$ cat src/inc/thermal_pkg.sv
// Purpose: shared constants and types of the two-zone thermal event logic
// Assumes: 25 MHz system clock; eight-bit register addresses and data
// Notes:   register offsets double as serial command bytes
package thermal_pkg;

  // register offsets (also the serial command byte values)
  localparam logic [7:0] REG_TEMP_LOCAL  = 8'h00;
  localparam logic [7:0] REG_CONFIG      = 8'h01;
  localparam logic [7:0] REG_HYST_LOCAL  = 8'h02;
  localparam logic [7:0] REG_SET_LOCAL   = 8'h03;
  localparam logic [7:0] REG_TEMP_REMOTE = 8'h10;
  localparam logic [7:0] REG_HYST_REMOTE = 8'h12;
  localparam logic [7:0] REG_SET_REMOTE  = 8'h13;
  localparam logic [7:0] REG_OVERTEMP_OUT_N_HYST   = 8'h22;
  localparam logic [7:0] REG_OVERTEMP_OUT_N_SET    = 8'h23;
  localparam logic [7:0] REG_STATUS      = 8'h30;
  localparam logic [7:0] REG_IRQ_MASK    = 8'h31;

  // values after reset, two's complement degrees
  localparam logic [7:0] RST_TEMP        = 8'h00;
  localparam logic [7:0] RST_CONFIG      = 8'h00;
  localparam logic [7:0] RST_SET_LOCAL   = 8'h51;
  localparam logic [7:0] RST_HYST_LOCAL  = 8'h4c;
  localparam logic [7:0] RST_SET_REMOTE  = 8'h61;
  localparam logic [7:0] RST_HYST_REMOTE = 8'h5c;
  localparam logic [7:0] RST_OVERTEMP_OUT_N_SET    = 8'h61;
  localparam logic [7:0] RST_OVERTEMP_OUT_N_HYST   = 8'h5c;
  localparam logic [2:0] RST_STATUS      = 3'h0;
  localparam logic [2:0] RST_IRQ_MASK    = 3'h0;

  // configuration fields
  localparam int         CFG_SHUTDOWN    = 0;
  localparam int         CFG_MODE        = 1;
  localparam int         CFG_EVENT_MASK  = 6;
  localparam logic [7:0] CFG_WR_MASK     = 8'h43;

  // status / irq mask fields
  localparam int         ST_LOCAL        = 0;
  localparam int         ST_REMOTE       = 1;
  localparam int         ST_OVERTEMP_OUT_N         = 2;

  // upper six client address bits of this variant
  localparam logic [5:0] ADDR_BASE_HI    = 6'h24;

  // conversion timing
  localparam int         CLK_PERIOD_NS   = 40;
  localparam int         CONV_LOCAL_NS   = 80000;
  localparam int         CONV_REMOTE_NS  = 80000;
  localparam logic [11:0] CONV_LOCAL_CYC  =
    12'((CONV_LOCAL_NS + CLK_PERIOD_NS - 1) / CLK_PERIOD_NS);
  localparam logic [11:0] CONV_REMOTE_CYC =
    12'((CONV_REMOTE_NS + CLK_PERIOD_NS - 1) / CLK_PERIOD_NS);
  localparam int         CONV_CYCLE_NS   = CONV_LOCAL_NS + CONV_REMOTE_NS;
  localparam int         EVT_RELEASE_NS  = 1000;
  localparam int         EVT_RELEASE_CYC = EVT_RELEASE_NS / CLK_PERIOD_NS;

  // register write carrier
  typedef struct packed {
    logic       en;
    logic [7:0] addr;
    logic [7:0] data;
  } reg_wr_t;

  typedef enum {
    SER_IDLE,
    SER_RX,
    SER_ACK,
    SER_TX,
    SER_MACK
  } ser_state_t;

endpackage

$ cat src/thermal_event_logic.sv
// Purpose: two-zone temperature supervisor core with serial client port
// Assumes: converter result on adcData is valid when a conversion time ends
// Notes:   sclIn/sdaIn/addrLsbStrap are pins and are synchronised first
//
// Operation
// - address LSB taken from strap pin
// - upper six address bits fixed per variant
// - answer only own client address
// - data line pulled low only, else released
// - event output follows mode and mask bits
// - mask set keeps event output released
// - separate open-drain overtemperature output
// - eight-bit result, zone mux selects diode
// - results held as two's complement
// - event when result exceeds setpoint
// - later event when below hysteresis
// - conversions run continuously without commands
// - remote zone converted before local zone
// - outputs and status updated per measurement
// - cycle time is local plus remote; the sequencer adds one start cycle per zone
// - any register read releases event output in interrupt mode
`timescale 1ns/1ns
`default_nettype none
module thermal_event_logic (
  input  wire logic       sys_clk,
  input  wire logic       nrst,
  input  wire logic [7:0] regAddr,
  input  wire logic [7:0] regWdata,
  input  wire logic       regWr,
  input  wire logic       regRd,
  output logic      [7:0] regRdata,
  output logic            irq,
  input  wire logic       sclIn,
  input  wire logic       sdaIn,
  output logic            sdaOut,
  output logic            sdaOe,
  input  wire logic       addrLsbStrap,
  input  wire logic [7:0] adcData,
  output logic            adcZoneRemote,
  output logic            adcStart,
  output logic            eventOutN,
  output logic            eventOutNOe,
  output logic            overtempOutN,
  output logic            overtempOutNOe
);

  // register file
  logic [7:0] tempLocal_r;
  logic [7:0] tempRemote_r;
  logic [7:0] config_r;
  logic [7:0] setLocal_r;
  logic [7:0] hystLocal_r;
  logic [7:0] setRemote_r;
  logic [7:0] hystRemote_r;
  logic [7:0] critSet_r;
  logic [7:0] critHyst_r;
  logic [2:0] status_r;
  logic [2:0] irqMask_r;
  logic [7:0] regRdata_r;

  // sequencer and comparators
  logic        converting_r;
  logic        zoneRemote_r;
  logic [11:0] convCnt_r;
  logic        measDone;
  logic        aboveLocal_r;
  logic        aboveRemote_r;
  logic        critActive_r;
  logic        evtLocal;
  logic        evtRemote;
  logic        evtCrit;
  logic        intLatch_r;
  logic        eventOe_r;
  logic        anyRead;

  // serial port
  logic                       sclS1, sclS2, sclS3;
  logic                       sdaS1, sdaS2, sdaS3;
  logic                       strapS1, strapS2;
  logic                       addrLsb_r;
  logic [7:0]                 ptrData;
  logic                       sclRise, sclFall, busStart, busStop;
  thermal_pkg::ser_state_t    serState_r;
  logic [3:0]                 bitCnt_r;
  logic [7:0]                 shift_r;
  logic [1:0]                 byteNo_r;
  logic                       readMode_r;
  logic [7:0]                 ptr_r;
  logic                       sdaOe_r;
  logic                       serRd_r;
  thermal_pkg::reg_wr_t       serWr_r;
  thermal_pkg::reg_wr_t       wrSel;
  logic [6:0]                 ownAddr;

  function automatic logic sgt(input logic [7:0] a, input logic [7:0] b);
    sgt = $signed(a) > $signed(b);
  endfunction

  function automatic logic [7:0] regRead(input logic [7:0] a);
    logic [7:0] v;
    v = 8'h00;
    unique case (a)
      thermal_pkg::REG_TEMP_LOCAL:  v = tempLocal_r;
      thermal_pkg::REG_CONFIG:      v = config_r;
      thermal_pkg::REG_HYST_LOCAL:  v = hystLocal_r;
      thermal_pkg::REG_SET_LOCAL:   v = setLocal_r;
      thermal_pkg::REG_TEMP_REMOTE: v = tempRemote_r;
      thermal_pkg::REG_HYST_REMOTE: v = hystRemote_r;
      thermal_pkg::REG_SET_REMOTE:  v = setRemote_r;
      thermal_pkg::REG_OVERTEMP_OUT_N_HYST:   v = critHyst_r;
      thermal_pkg::REG_OVERTEMP_OUT_N_SET:    v = critSet_r;
      thermal_pkg::REG_STATUS:      v = {5'h00, status_r};
      thermal_pkg::REG_IRQ_MASK:    v = {5'h00, irqMask_r};
      default:                      v = 8'h00;
    endcase
    regRead = v;
  endfunction

  // ---------------- pin synchronisers ----------------
  // the host owns the bit clock; it is only sampled here
  always_ff @(posedge sys_clk or negedge nrst) begin
    if (!nrst) begin
      sclS1   <= 1'b1;
      sclS2   <= 1'b1;
      sclS3   <= 1'b1;
      sdaS1   <= 1'b1;
      sdaS2   <= 1'b1;
      sdaS3   <= 1'b1;
      strapS1 <= 1'b0;
      strapS2 <= 1'b0;
    end else begin
      sclS1   <= sclIn;
      sclS2   <= sclS1;
      sclS3   <= sclS2;
      sdaS1   <= sdaIn;
      sdaS2   <= sdaS1;
      sdaS3   <= sdaS2;
      strapS1 <= addrLsbStrap;
      strapS2 <= strapS1;
    end
  end

  // the strap is tied, so following it needs no capture window after reset
  always_ff @(posedge sys_clk or negedge nrst) begin
    if (!nrst) begin
      addrLsb_r <= 1'b0;
    end else begin
      addrLsb_r <= strapS2;
    end
  end

  assign ownAddr  = {thermal_pkg::ADDR_BASE_HI, addrLsb_r};
  assign sclRise  = sclS2 && !sclS3;
  assign sclFall  = !sclS2 && sclS3;
  assign busStart = sclS2 && sclS3 && !sdaS2 && sdaS3;
  assign busStop  = sclS2 && sclS3 && sdaS2 && !sdaS3;

  // register contents at the serial pointer, for the read path
  always_comb begin
    ptrData = regRead(ptr_r);
  end

  // ---------------- serial client ----------------
  always_ff @(posedge sys_clk or negedge nrst) begin
    if (!nrst) begin
      serState_r <= thermal_pkg::SER_IDLE;
      bitCnt_r   <= 4'h0;
      shift_r    <= 8'h00;
      byteNo_r   <= 2'h0;
      readMode_r <= 1'b0;
      ptr_r      <= 8'h00;
      sdaOe_r    <= 1'b0;
      serRd_r    <= 1'b0;
      serWr_r    <= '0;
    end else begin
      serRd_r    <= 1'b0;
      serWr_r.en <= 1'b0;
      if (busStart) begin
        serState_r <= thermal_pkg::SER_RX;
        bitCnt_r   <= 4'h0;
        byteNo_r   <= 2'h0;
        sdaOe_r    <= 1'b0;
      end else if (busStop) begin
        serState_r <= thermal_pkg::SER_IDLE;
        sdaOe_r    <= 1'b0;
      end else begin
        unique case (serState_r)
          thermal_pkg::SER_IDLE: begin
            sdaOe_r <= 1'b0;
          end
          thermal_pkg::SER_RX: begin
            if (sclRise) begin
              shift_r  <= {shift_r[6:0], sdaS2};
              bitCnt_r <= bitCnt_r + 4'h1;
            end else if (sclFall && bitCnt_r == 4'h8) begin
              bitCnt_r <= 4'h0;
              if (byteNo_r == 2'h0) begin
                if (shift_r[7:1] == ownAddr) begin
                  readMode_r <= shift_r[0];
                  sdaOe_r    <= 1'b1;
                  serState_r <= thermal_pkg::SER_ACK;
                  byteNo_r   <= 2'h1;
                end else begin
                  serState_r <= thermal_pkg::SER_IDLE;
                end
              end else begin
                sdaOe_r    <= 1'b1;
                serState_r <= thermal_pkg::SER_ACK;
                byteNo_r   <= 2'h2;
                if (byteNo_r == 2'h1) begin
                  ptr_r <= shift_r;
                end else begin
                  serWr_r <= '{en: 1'b1, addr: ptr_r, data: shift_r};
                end
              end
            end
          end
          thermal_pkg::SER_ACK: begin
            if (sclFall) begin
              if (readMode_r) begin
                // first data bit goes out on the edge that ends the ack
                shift_r    <= {ptrData[6:0], 1'b0};
                sdaOe_r    <= !ptrData[7];
                serRd_r    <= 1'b1;
                bitCnt_r   <= 4'h1;
                serState_r <= thermal_pkg::SER_TX;
              end else begin
                sdaOe_r    <= 1'b0;
                bitCnt_r   <= 4'h0;
                serState_r <= thermal_pkg::SER_RX;
              end
            end
          end
          thermal_pkg::SER_TX: begin
            if (sclFall) begin
              if (bitCnt_r == 4'h8) begin
                sdaOe_r    <= 1'b0;
                serState_r <= thermal_pkg::SER_MACK;
              end else begin
                sdaOe_r  <= !shift_r[7];
                shift_r  <= {shift_r[6:0], 1'b0};
                bitCnt_r <= bitCnt_r + 4'h1;
              end
            end
          end
          thermal_pkg::SER_MACK: begin
            if (sclRise) begin
              // a host ack asks for the same register again
              serState_r <= sdaS2 ? thermal_pkg::SER_IDLE : thermal_pkg::SER_ACK;
            end
          end
        endcase
      end
    end
  end

  assign sdaOut = 1'b0;
  assign sdaOe  = sdaOe_r;

  // ---------------- register access ----------------
  // the plain port wins a same-cycle collision with a serial write
  assign wrSel   = regWr ? thermal_pkg::reg_wr_t'{en: 1'b1, addr: regAddr, data: regWdata}
                         : serWr_r;
  assign anyRead = regRd || serRd_r;

  always_ff @(posedge sys_clk or negedge nrst) begin
    if (!nrst) begin
      config_r     <= thermal_pkg::RST_CONFIG;
      setLocal_r   <= thermal_pkg::RST_SET_LOCAL;
      hystLocal_r  <= thermal_pkg::RST_HYST_LOCAL;
      setRemote_r  <= thermal_pkg::RST_SET_REMOTE;
      hystRemote_r <= thermal_pkg::RST_HYST_REMOTE;
      critSet_r    <= thermal_pkg::RST_OVERTEMP_OUT_N_SET;
      critHyst_r   <= thermal_pkg::RST_OVERTEMP_OUT_N_HYST;
      irqMask_r    <= thermal_pkg::RST_IRQ_MASK;
    end else if (wrSel.en) begin
      unique case (wrSel.addr)
        thermal_pkg::REG_CONFIG:      config_r     <= wrSel.data & thermal_pkg::CFG_WR_MASK;
        thermal_pkg::REG_SET_LOCAL:   setLocal_r   <= wrSel.data;
        thermal_pkg::REG_HYST_LOCAL:  hystLocal_r  <= wrSel.data;
        thermal_pkg::REG_SET_REMOTE:  setRemote_r  <= wrSel.data;
        thermal_pkg::REG_HYST_REMOTE: hystRemote_r <= wrSel.data;
        thermal_pkg::REG_OVERTEMP_OUT_N_SET:    critSet_r    <= wrSel.data;
        thermal_pkg::REG_OVERTEMP_OUT_N_HYST:   critHyst_r   <= wrSel.data;
        thermal_pkg::REG_IRQ_MASK:    irqMask_r    <= wrSel.data[2:0];
        default:                      ;
      endcase
    end
  end

  always_ff @(posedge sys_clk or negedge nrst) begin
    if (!nrst) begin
      regRdata_r <= 8'h00;
    end else if (regRd) begin
      regRdata_r <= regRead(regAddr);
    end
  end

  assign regRdata = regRdata_r;

  // ---------------- conversion sequencer ----------------
  // shutdown aborts a conversion; the next run starts again at the remote zone
  always_ff @(posedge sys_clk or negedge nrst) begin
    if (!nrst) begin
      converting_r <= 1'b0;
      zoneRemote_r <= 1'b1;
      convCnt_r    <= 12'h000;
    end else if (config_r[thermal_pkg::CFG_SHUTDOWN]) begin
      converting_r <= 1'b0;
      zoneRemote_r <= 1'b1;
      convCnt_r    <= 12'h000;
    end else if (!converting_r) begin
      converting_r <= 1'b1;
      convCnt_r    <= zoneRemote_r ? thermal_pkg::CONV_REMOTE_CYC - 12'h001
                                   : thermal_pkg::CONV_LOCAL_CYC - 12'h001;
    end else if (convCnt_r == 12'h000) begin
      converting_r <= 1'b0;
      zoneRemote_r <= !zoneRemote_r;
    end else begin
      convCnt_r <= convCnt_r - 12'h001;
    end
  end

  assign measDone      = converting_r && convCnt_r == 12'h000;
  assign adcStart      = !converting_r && !config_r[thermal_pkg::CFG_SHUTDOWN];
  assign adcZoneRemote = zoneRemote_r;

  always_ff @(posedge sys_clk or negedge nrst) begin
    if (!nrst) begin
      tempLocal_r  <= thermal_pkg::RST_TEMP;
      tempRemote_r <= thermal_pkg::RST_TEMP;
    end else if (measDone) begin
      if (zoneRemote_r) begin
        tempRemote_r <= adcData;
      end else begin
        tempLocal_r  <= adcData;
      end
    end
  end

  // ---------------- threshold comparators ----------------
  assign evtLocal  = measDone && !zoneRemote_r &&
                     (aboveLocal_r ? sgt(hystLocal_r, adcData)
                                   : sgt(adcData, setLocal_r));
  assign evtRemote = measDone && zoneRemote_r &&
                     (aboveRemote_r ? sgt(hystRemote_r, adcData)
                                    : sgt(adcData, setRemote_r));
  assign evtCrit   = measDone && zoneRemote_r &&
                     (critActive_r ? sgt(critHyst_r, adcData)
                                   : sgt(adcData, critSet_r));

  // each event flips the zone state, so it then waits for the other crossing
  always_ff @(posedge sys_clk or negedge nrst) begin
    if (!nrst) begin
      aboveLocal_r  <= 1'b0;
      aboveRemote_r <= 1'b0;
      critActive_r  <= 1'b0;
    end else begin
      if (evtLocal) begin
        aboveLocal_r <= !aboveLocal_r;
      end
      if (evtRemote) begin
        aboveRemote_r <= !aboveRemote_r;
      end
      if (evtCrit) begin
        critActive_r <= !critActive_r;
      end
    end
  end

  // ---------------- event output ----------------
  // a new event in the same cycle as a read keeps the latch set, so the output is asserted again one cycle later
  always_ff @(posedge sys_clk or negedge nrst) begin
    if (!nrst) begin
      intLatch_r <= 1'b0;
    end else if (evtLocal || evtRemote) begin
      intLatch_r <= 1'b1;
    end else if (anyRead) begin
      intLatch_r <= 1'b0;
    end
  end

  // comparator mode follows the zone state; interrupt mode the latch
  always_ff @(posedge sys_clk or negedge nrst) begin
    if (!nrst) begin
      eventOe_r <= 1'b0;
    end else if (config_r[thermal_pkg::CFG_EVENT_MASK]) begin
      eventOe_r <= 1'b0;
    end else if (config_r[thermal_pkg::CFG_MODE]) begin
      eventOe_r <= intLatch_r && !anyRead;
    end else begin
      eventOe_r <= aboveLocal_r || aboveRemote_r;
    end
  end

  assign eventOutN      = 1'b0;
  assign eventOutNOe    = eventOe_r;
  assign overtempOutN   = 1'b0;
  assign overtempOutNOe = critActive_r;

  // ---------------- status and interrupt ----------------
  always_ff @(posedge sys_clk or negedge nrst) begin
    if (!nrst) begin
      status_r <= thermal_pkg::RST_STATUS;
    end else begin
      // set wins over a write-one clear in the same cycle
      status_r <= (status_r & ~((wrSel.en && wrSel.addr == thermal_pkg::REG_STATUS)
                                ? wrSel.data[2:0] : 3'h0))
                | {evtCrit, evtRemote, evtLocal};
    end
  end

  assign irq = |(status_r & irqMask_r);

endmodule
`default_nettype wire
$ cat config.mk
export PLATFORM = sky130hd
export DESIGN_NAME = thermal_event_logic
export DESIGN_NICKNAME = d
export VERILOG_FILES = /design/src/inc/thermal_pkg.sv /design/src/thermal_event_logic.sv
export SDC_FILE = /design/constraint.sdc
export NUM_CORES = 1
export LEC_CHECK = 0
export ABC_AREA = 1
export BUFFER_PORTS_ARGS = -buffer_cell sky130_fd_sc_hd__buf_2
export CAP_MARGIN = 20
export CORE_ASPECT_RATIO = 1.1
export CORE_MARGIN = 4
export CORE_UTILIZATION = 25
export CTS_CLUSTER_SIZE = 12
export DETAILED_ROUTE_END_ITERATION = 8
export PLACE_DENSITY = 0.37
export SKIP_CTS_REPAIR_TIMING = 1
export SYNTH_ARGS = -nofsm -noshare
export SYNTH_HDL_FRONTEND = slang
export SYNTH_SLANG_ARGS = --single-unit
$ cat constraint.sdc
create_clock -name sys_clk -period 3.85 [get_ports sys_clk]
set_input_delay 0.77 -clock sys_clk [delete_from_list [all_inputs] [get_ports sys_clk]]
set_output_delay 0.77 -clock sys_clk [all_outputs]
set_load 0.1 [all_outputs]
After elaboration in Yosys (flattened, before gate mapping)
Index checks and enable logic that the tools add are counted.
{"block": "classes", "reduce_logical": 67, "order_cmp": 6, "bitwise": 10, "n_eq_ne": 56, "mux": 78, "add_sub_neg": 2}
{"op": "2-to-1 mux 32 bit", "count": 9}
{"op": "one-hot mux 8 bit (11 select lines)", "count": 2}
{"op": "2-to-1 mux 17 bit", "count": 8}
{"op": "one-hot mux 32 bit (4 select lines)", "count": 1}
{"op": "equality test 8 x 6 -> 1 bit, second input constant", "count": 12}
{"op": "equality test 32 x 2 -> 1 bit, second input constant", "count": 2}
{"op": "equality test 8 x 5 -> 1 bit, second input constant", "count": 8}
{"op": "equality test 8 x 2 -> 1 bit, second input constant", "count": 6}
{"op": "greater-than comparator 8 bit", "count": 6}
{"op": "2-to-1 mux 8 bit", "count": 5}
{"op": "2-to-1 mux 12 bit", "count": 3}
{"op": "equality test 32 x 1 -> 1 bit, second input constant", "count": 1}
{"op": "equality test 32 x 3 -> 1 bit, second input constant", "count": 1}
{"op": "zero test 32 bit", "count": 1}
{"op": "2-to-1 mux 1 bit", "count": 29}
{"op": "2-to-1 mux 4 bit", "count": 7}
{"op": "inequality test 4 bit, second input constant", "count": 7}
{"op": "AND reduction 7 bit", "count": 4}
{"op": "equality test 8 x 1 -> 1 bit, second input constant", "count": 3}
{"op": "one-hot mux 8 bit (3 select lines)", "count": 1}
{"op": "AND reduction 2 bit", "count": 11}
{"op": "2-to-1 mux 2 bit", "count": 10}
{"op": "logical AND 1 bit", "count": 17}
{"op": "zero test 8 bit", "count": 2}
{"op": "29 further kinds", "count": 63}
{"block": "totals", "input_bits": 31, "regBits": 183, "word_cells": 259, "output_inout_bits": 17}

Longest topological paths before layout
{"block": "logic_depth", "depth_word": 8, "ltp_mapped": 15, "depth_no_buf": 15}

Least setup slack after synthesis
Ideal clock, no wire load.
{"block": "synth_timing", "path_kind": "reg2out", "start": "reg irqMask_r[1]", "end": "out irq", "path_stages_with_launch": 3, "arrival_ps": 1955, "required_time_ps": 3080, "n_path_buf": 0, "slack_ps": 1125, "path_cell_list": "dfrtp_1 > inv_1 > o221ai_1"}
{"block": "synth_between", "elab_chain_cells": 2}
{"item": "start: declaration", "line_no": "thermal_event_logic.sv:58", "source": "logic [2:0] irqMask_r;"}
{"item": "start signal: assignment", "line_no": "thermal_event_logic.sv:275", "source": "irqMask_r <= thermal_pkg::RST_IRQ_MASK;"}
{"item": "start signal: assignment", "line_no": "thermal_event_logic.sv:285", "source": "thermal_pkg::REG_IRQ_MASK: irqMask_r <= wrSel.data[2:0];"}
{"item": "bitwise AND 3 bit", "line_no": "thermal_event_logic.sv:413", "source": "assign irq = |(status_r & irqMask_r);"}
{"item": "OR reduction 3 bit", "line_no": "thermal_event_logic.sv:413"}
{"item": "end: declaration", "line_no": "thermal_event_logic.sv:32", "source": "output logic irq,"}
No other way between the ends.

Worst setup path in the final report
{"block": "layout_timing", "start": "reg status_r[2]", "end": "out irq"}
{"block": "layout_between", "elab_chain_cells": 2}
{"item": "start: declaration", "line_no": "thermal_event_logic.sv:57", "source": "logic [2:0] status_r;"}
{"item": "start signal: assignment", "line_no": "thermal_event_logic.sv:404", "source": "status_r <= thermal_pkg::RST_STATUS;"}
{"item": "start signal: assignment", "line_no": "thermal_event_logic.sv:407", "source": "status_r <= (status_r & ~((wrSel.en && wrSel.addr == thermal_pkg::REG_STATUS)"}
{"item": "bitwise AND 3 bit", "line_no": "thermal_event_logic.sv:413"}
{"item": "OR reduction 3 bit", "line_no": "thermal_event_logic.sv:413"}
No other way between the ends.

==> reports/qor.txt <==
Die ar. - 40170 µm²
Yosys reg bits - 154
Register area share after synthesis - 42.00%
Number of vias per cell - 4.562
Critical Path, Cell by Cell - inv_1, o221ai_1, buf_2
CTS buffer count - 17
Final Max Slew Viols - 0
Ports - 48
Vias in the first global route - 7970
Residual DRC count - 0
Placement Rows - 73
Antenna diodes - 0
Class of the most critical setup path - flip-flop to primary output
Core footprint - 36350 µm²
Final Routed Wirelength - 32800 µm
Final hold vios - 0
Worst path top cell family by delay - buffers and inverters
Critical path required time - 3080 ps
Gr busiest metal - met2
Final instance area - 10600 µm²
RSZ-0062 raised after global routing - no
Min-Delay Path Class - input port to async pin
Routability-driven placement congestion ratio - 0.9130
Antenna Nets Post-Route - 0
Post-Synthesis Cells - 1214
Die Wd - 191.5 µm
CTS max path bufs - 2
Nets - 1349
Clock slew at reported path FFs - 80 ps
Synth area leader - dfrtp_1
Slew headroom - 30.45%
Met3 Use GR - 2.844%
Synth cell count leaders - 319 x nand2_1, 156 x inv_1, 127 x dfrtp_1
M2 GR Usage - 27.13%
Yosys Warn Count - 0
Status - finished, final reports clean
Clk_lat worst skew - 450 ps
Period minus WS final - 2430 ps
HPWL after DPL - 25890 µm
Gr ovfl total - 0
PwrDens - 477.9 nW/µm²
Die Height - 209.8 µm
Ranking of synthesized cells by area - dfrtp_1 34%, nand2_1 13%, dfstp_2 7.7%, ha_1 6.9%, inv_1 6.3%
Routed vias - 8061
Period utilization - 63.12%
Crit-path max cell delay - 480 ps
Cell Area, Synth - 9255 µm²
Synth top area share - 34.34%
DP Area - 10000 µm²
Max_cap viols - 0
CP max-delay cell - buf_2
Filler instances - 4061
Setup violators final - 0
FMAX - 411.5 MHz
Count leader, synth - nand2_1
DRT Pass-1 Iters - 5
CTS tree - done
Buf/Inv on CP - 2
Worst Clk Skew - 14.97 ps
Top FF cell, synth - dfrtp_1
Leak pwr - 5.018 nW
Total negative slack - 0 ps
IO Port Bufs - 44
Critical Path Fanout Max - 3
FFs w/ async S/R, synth - 100.0%
Fraction of layout instances using a drive strength above 1 - 13.20%
EDFF count, synth - 0
Initial Utilization - 25.46%
Global Route Usage Sum - 16.77%
Cell variety after synth - 44
Endpoint class of the critical path - primary output
Initial antenna violation count - 0
Syn_area_per_cell - 7.624 µm²
H-Tree Depth - 4
Slew at the pin closest to its max-slew limit - 1014 ps
GR Layer Usage met1 - 22.44%
Initial DRC count - 546
Global-route wire length before repair - 50460 µm
Synth-to-Final Area Change - 14.57%
Largest net degree at the start of global routing - 68
Peak VDD IR - 0.3232 mV
Clock sinks - 154
Worst setup SP type - flip-flop
WL per Instance - 18.56 µm
Root buf cell - clkbuf_16
Critical path arrival - 1660 ps
-- cell usage in the layout, fill, tap and decap left out, types with 3 or more instances in the layout --
cell type	synthesis	routed
nand2_2	9	9
dfstp_2	27	27
clkinv_2	0	3
nor3_1	12	12
nand4_1	15	15
o21ai_1	36	36
inv_6	0	3
ha_1	51	51
buf_4	5	8
o22ai_1	11	11
mux2i_1	8	8
a31oi_1	3	3
nor2_1	110	110
nor3_4	3	3
o21ai_0	95	95
inv_8	0	3
nor2_2	10	10
nand2_1	319	319
nand3_2	6	6
dfrtp_1	127	127
o21ai_2	16	16
nor2_4	5	5
nand3_1	84	84
buf_2	6	43
clkbuf_16	0	17
inv_1	156	156
conb_1	1	3
xor2_1	4	4
a21oi_1	57	57
inv_2	5	5
-- final timing paths --
check,start,end,slack (ps),depth (start not counted)
setup / recovery,status_r[2]$_DFF_PN0_,irq,1420,3
hold / removal,nrst,tempLocal_r[5]$_DFFE_PN0P_,330,1
setup reg to reg,convCnt_r[0]$_DFFE_PN0P_,status_r[1]$_DFF_PN0_,1530,8
hold reg to reg,strapS2$_DFF_PN0_,addrLsb_r$_DFF_PN0_,350,0
max in group asynchronous,nrst,hystLocal_r[2]$_DFFE_PN1P_,2600,2
min in group sys_clk,strapS2$_DFF_PN0_,addrLsb_r$_DFF_PN0_,350,0
-- sequential cells by signal, summed over array words and instances, names as in the netlist, 2 cells and up --
name          cells
hystLocal_r       8
tempRemote_r      8
hystRemote_r      8
regRdata          8
byteNo_r          2
serWr_r          17
irqMask_r         3
critSet_r         8
bitCnt_r          4
critHyst_r        8
shift_r           8
serState_r        3
convCnt_r        12
status_r          3
setRemote_r       8
ptr_r             8
tempLocal_r       8
setLocal_r        8
config_r          3
-- cells by family after synthesis --
family	after synthesis	synth area share [%]
mux	8	0.8653
buf+inv	182	8.233
compound gates	231	14.11
fa+ha+maj	51	6.895
flops	154	42.00
simple gates	581	27.28
other cells	1	0.04052
xor+xnor	6	0.5678
-- report_power, final --
part           switching, mW  internal (mW)  total [mW]
clock network          0.780          0.990        1.77
registers              0.240           1.86        2.10
logic                  0.824          0.373        1.20
total                   1.84           3.22        5.07
-- cell type report --
class | count | area (µm²) | share of cell area (%)
well taps | 487 | 609.3 | 5.746
clock inverters | 14 | 160.2 | 1.510
repair buffers | 52 | 286.5 | 2.702
inverters | 162 | 608.1 | 5.735
flip-flops and latches | 154 | 3887 | 36.66
multi-input cells | 880 | 4613 | 43.50
clock buffers | 18 | 439.2 | 4.142
-- worst register-to-register path, cell delays in order (launching register included) --
cell	delay, ps
dfrtp_1	360
inv_1	100
ha_1	240
nand4_1	190
nor2_1	200
nand3_2	130
nor2_1	690
nand3_1	230
nand2_1	110
-- per-layer routing --
| metal | wire [µm] | vias up | share of wire (%) |
|---|---|---|---|
| met5 | 0 | - | 0 |
| met4 | 1072 | 0 | 3.3 |
| met3 | 1310 | 47 | 4.0 |
| met2 | 15350 | 181 | 47 |
| met1 | 15070 | 3747 | 46 |
| li1 | - | 4086 | - |
-- through the flow --
step / instances / setup WS (ps) / utilization [%] / hold slack (ps) / power [mW]
2_1_floorplan: 1216 / 1125 / - / 331.2 / 2.910
3_3_place_gp: 1735 / 1208 / 27.52 / 336.0 / 3.340
3_5_place_dp: 1735 / 1175 / 27.52 / 337.0 / 3.336
4_1_cts: 1767 / 1410 / 29.17 / 340.3 / 5.144
5_1_grt: 1767 / 1293 / 29.17 / 356.4 / 5.399
6_report: 1767 / 1420 / 29.17 / 327.9 / 5.067
(Power assumes the default switching activity.)
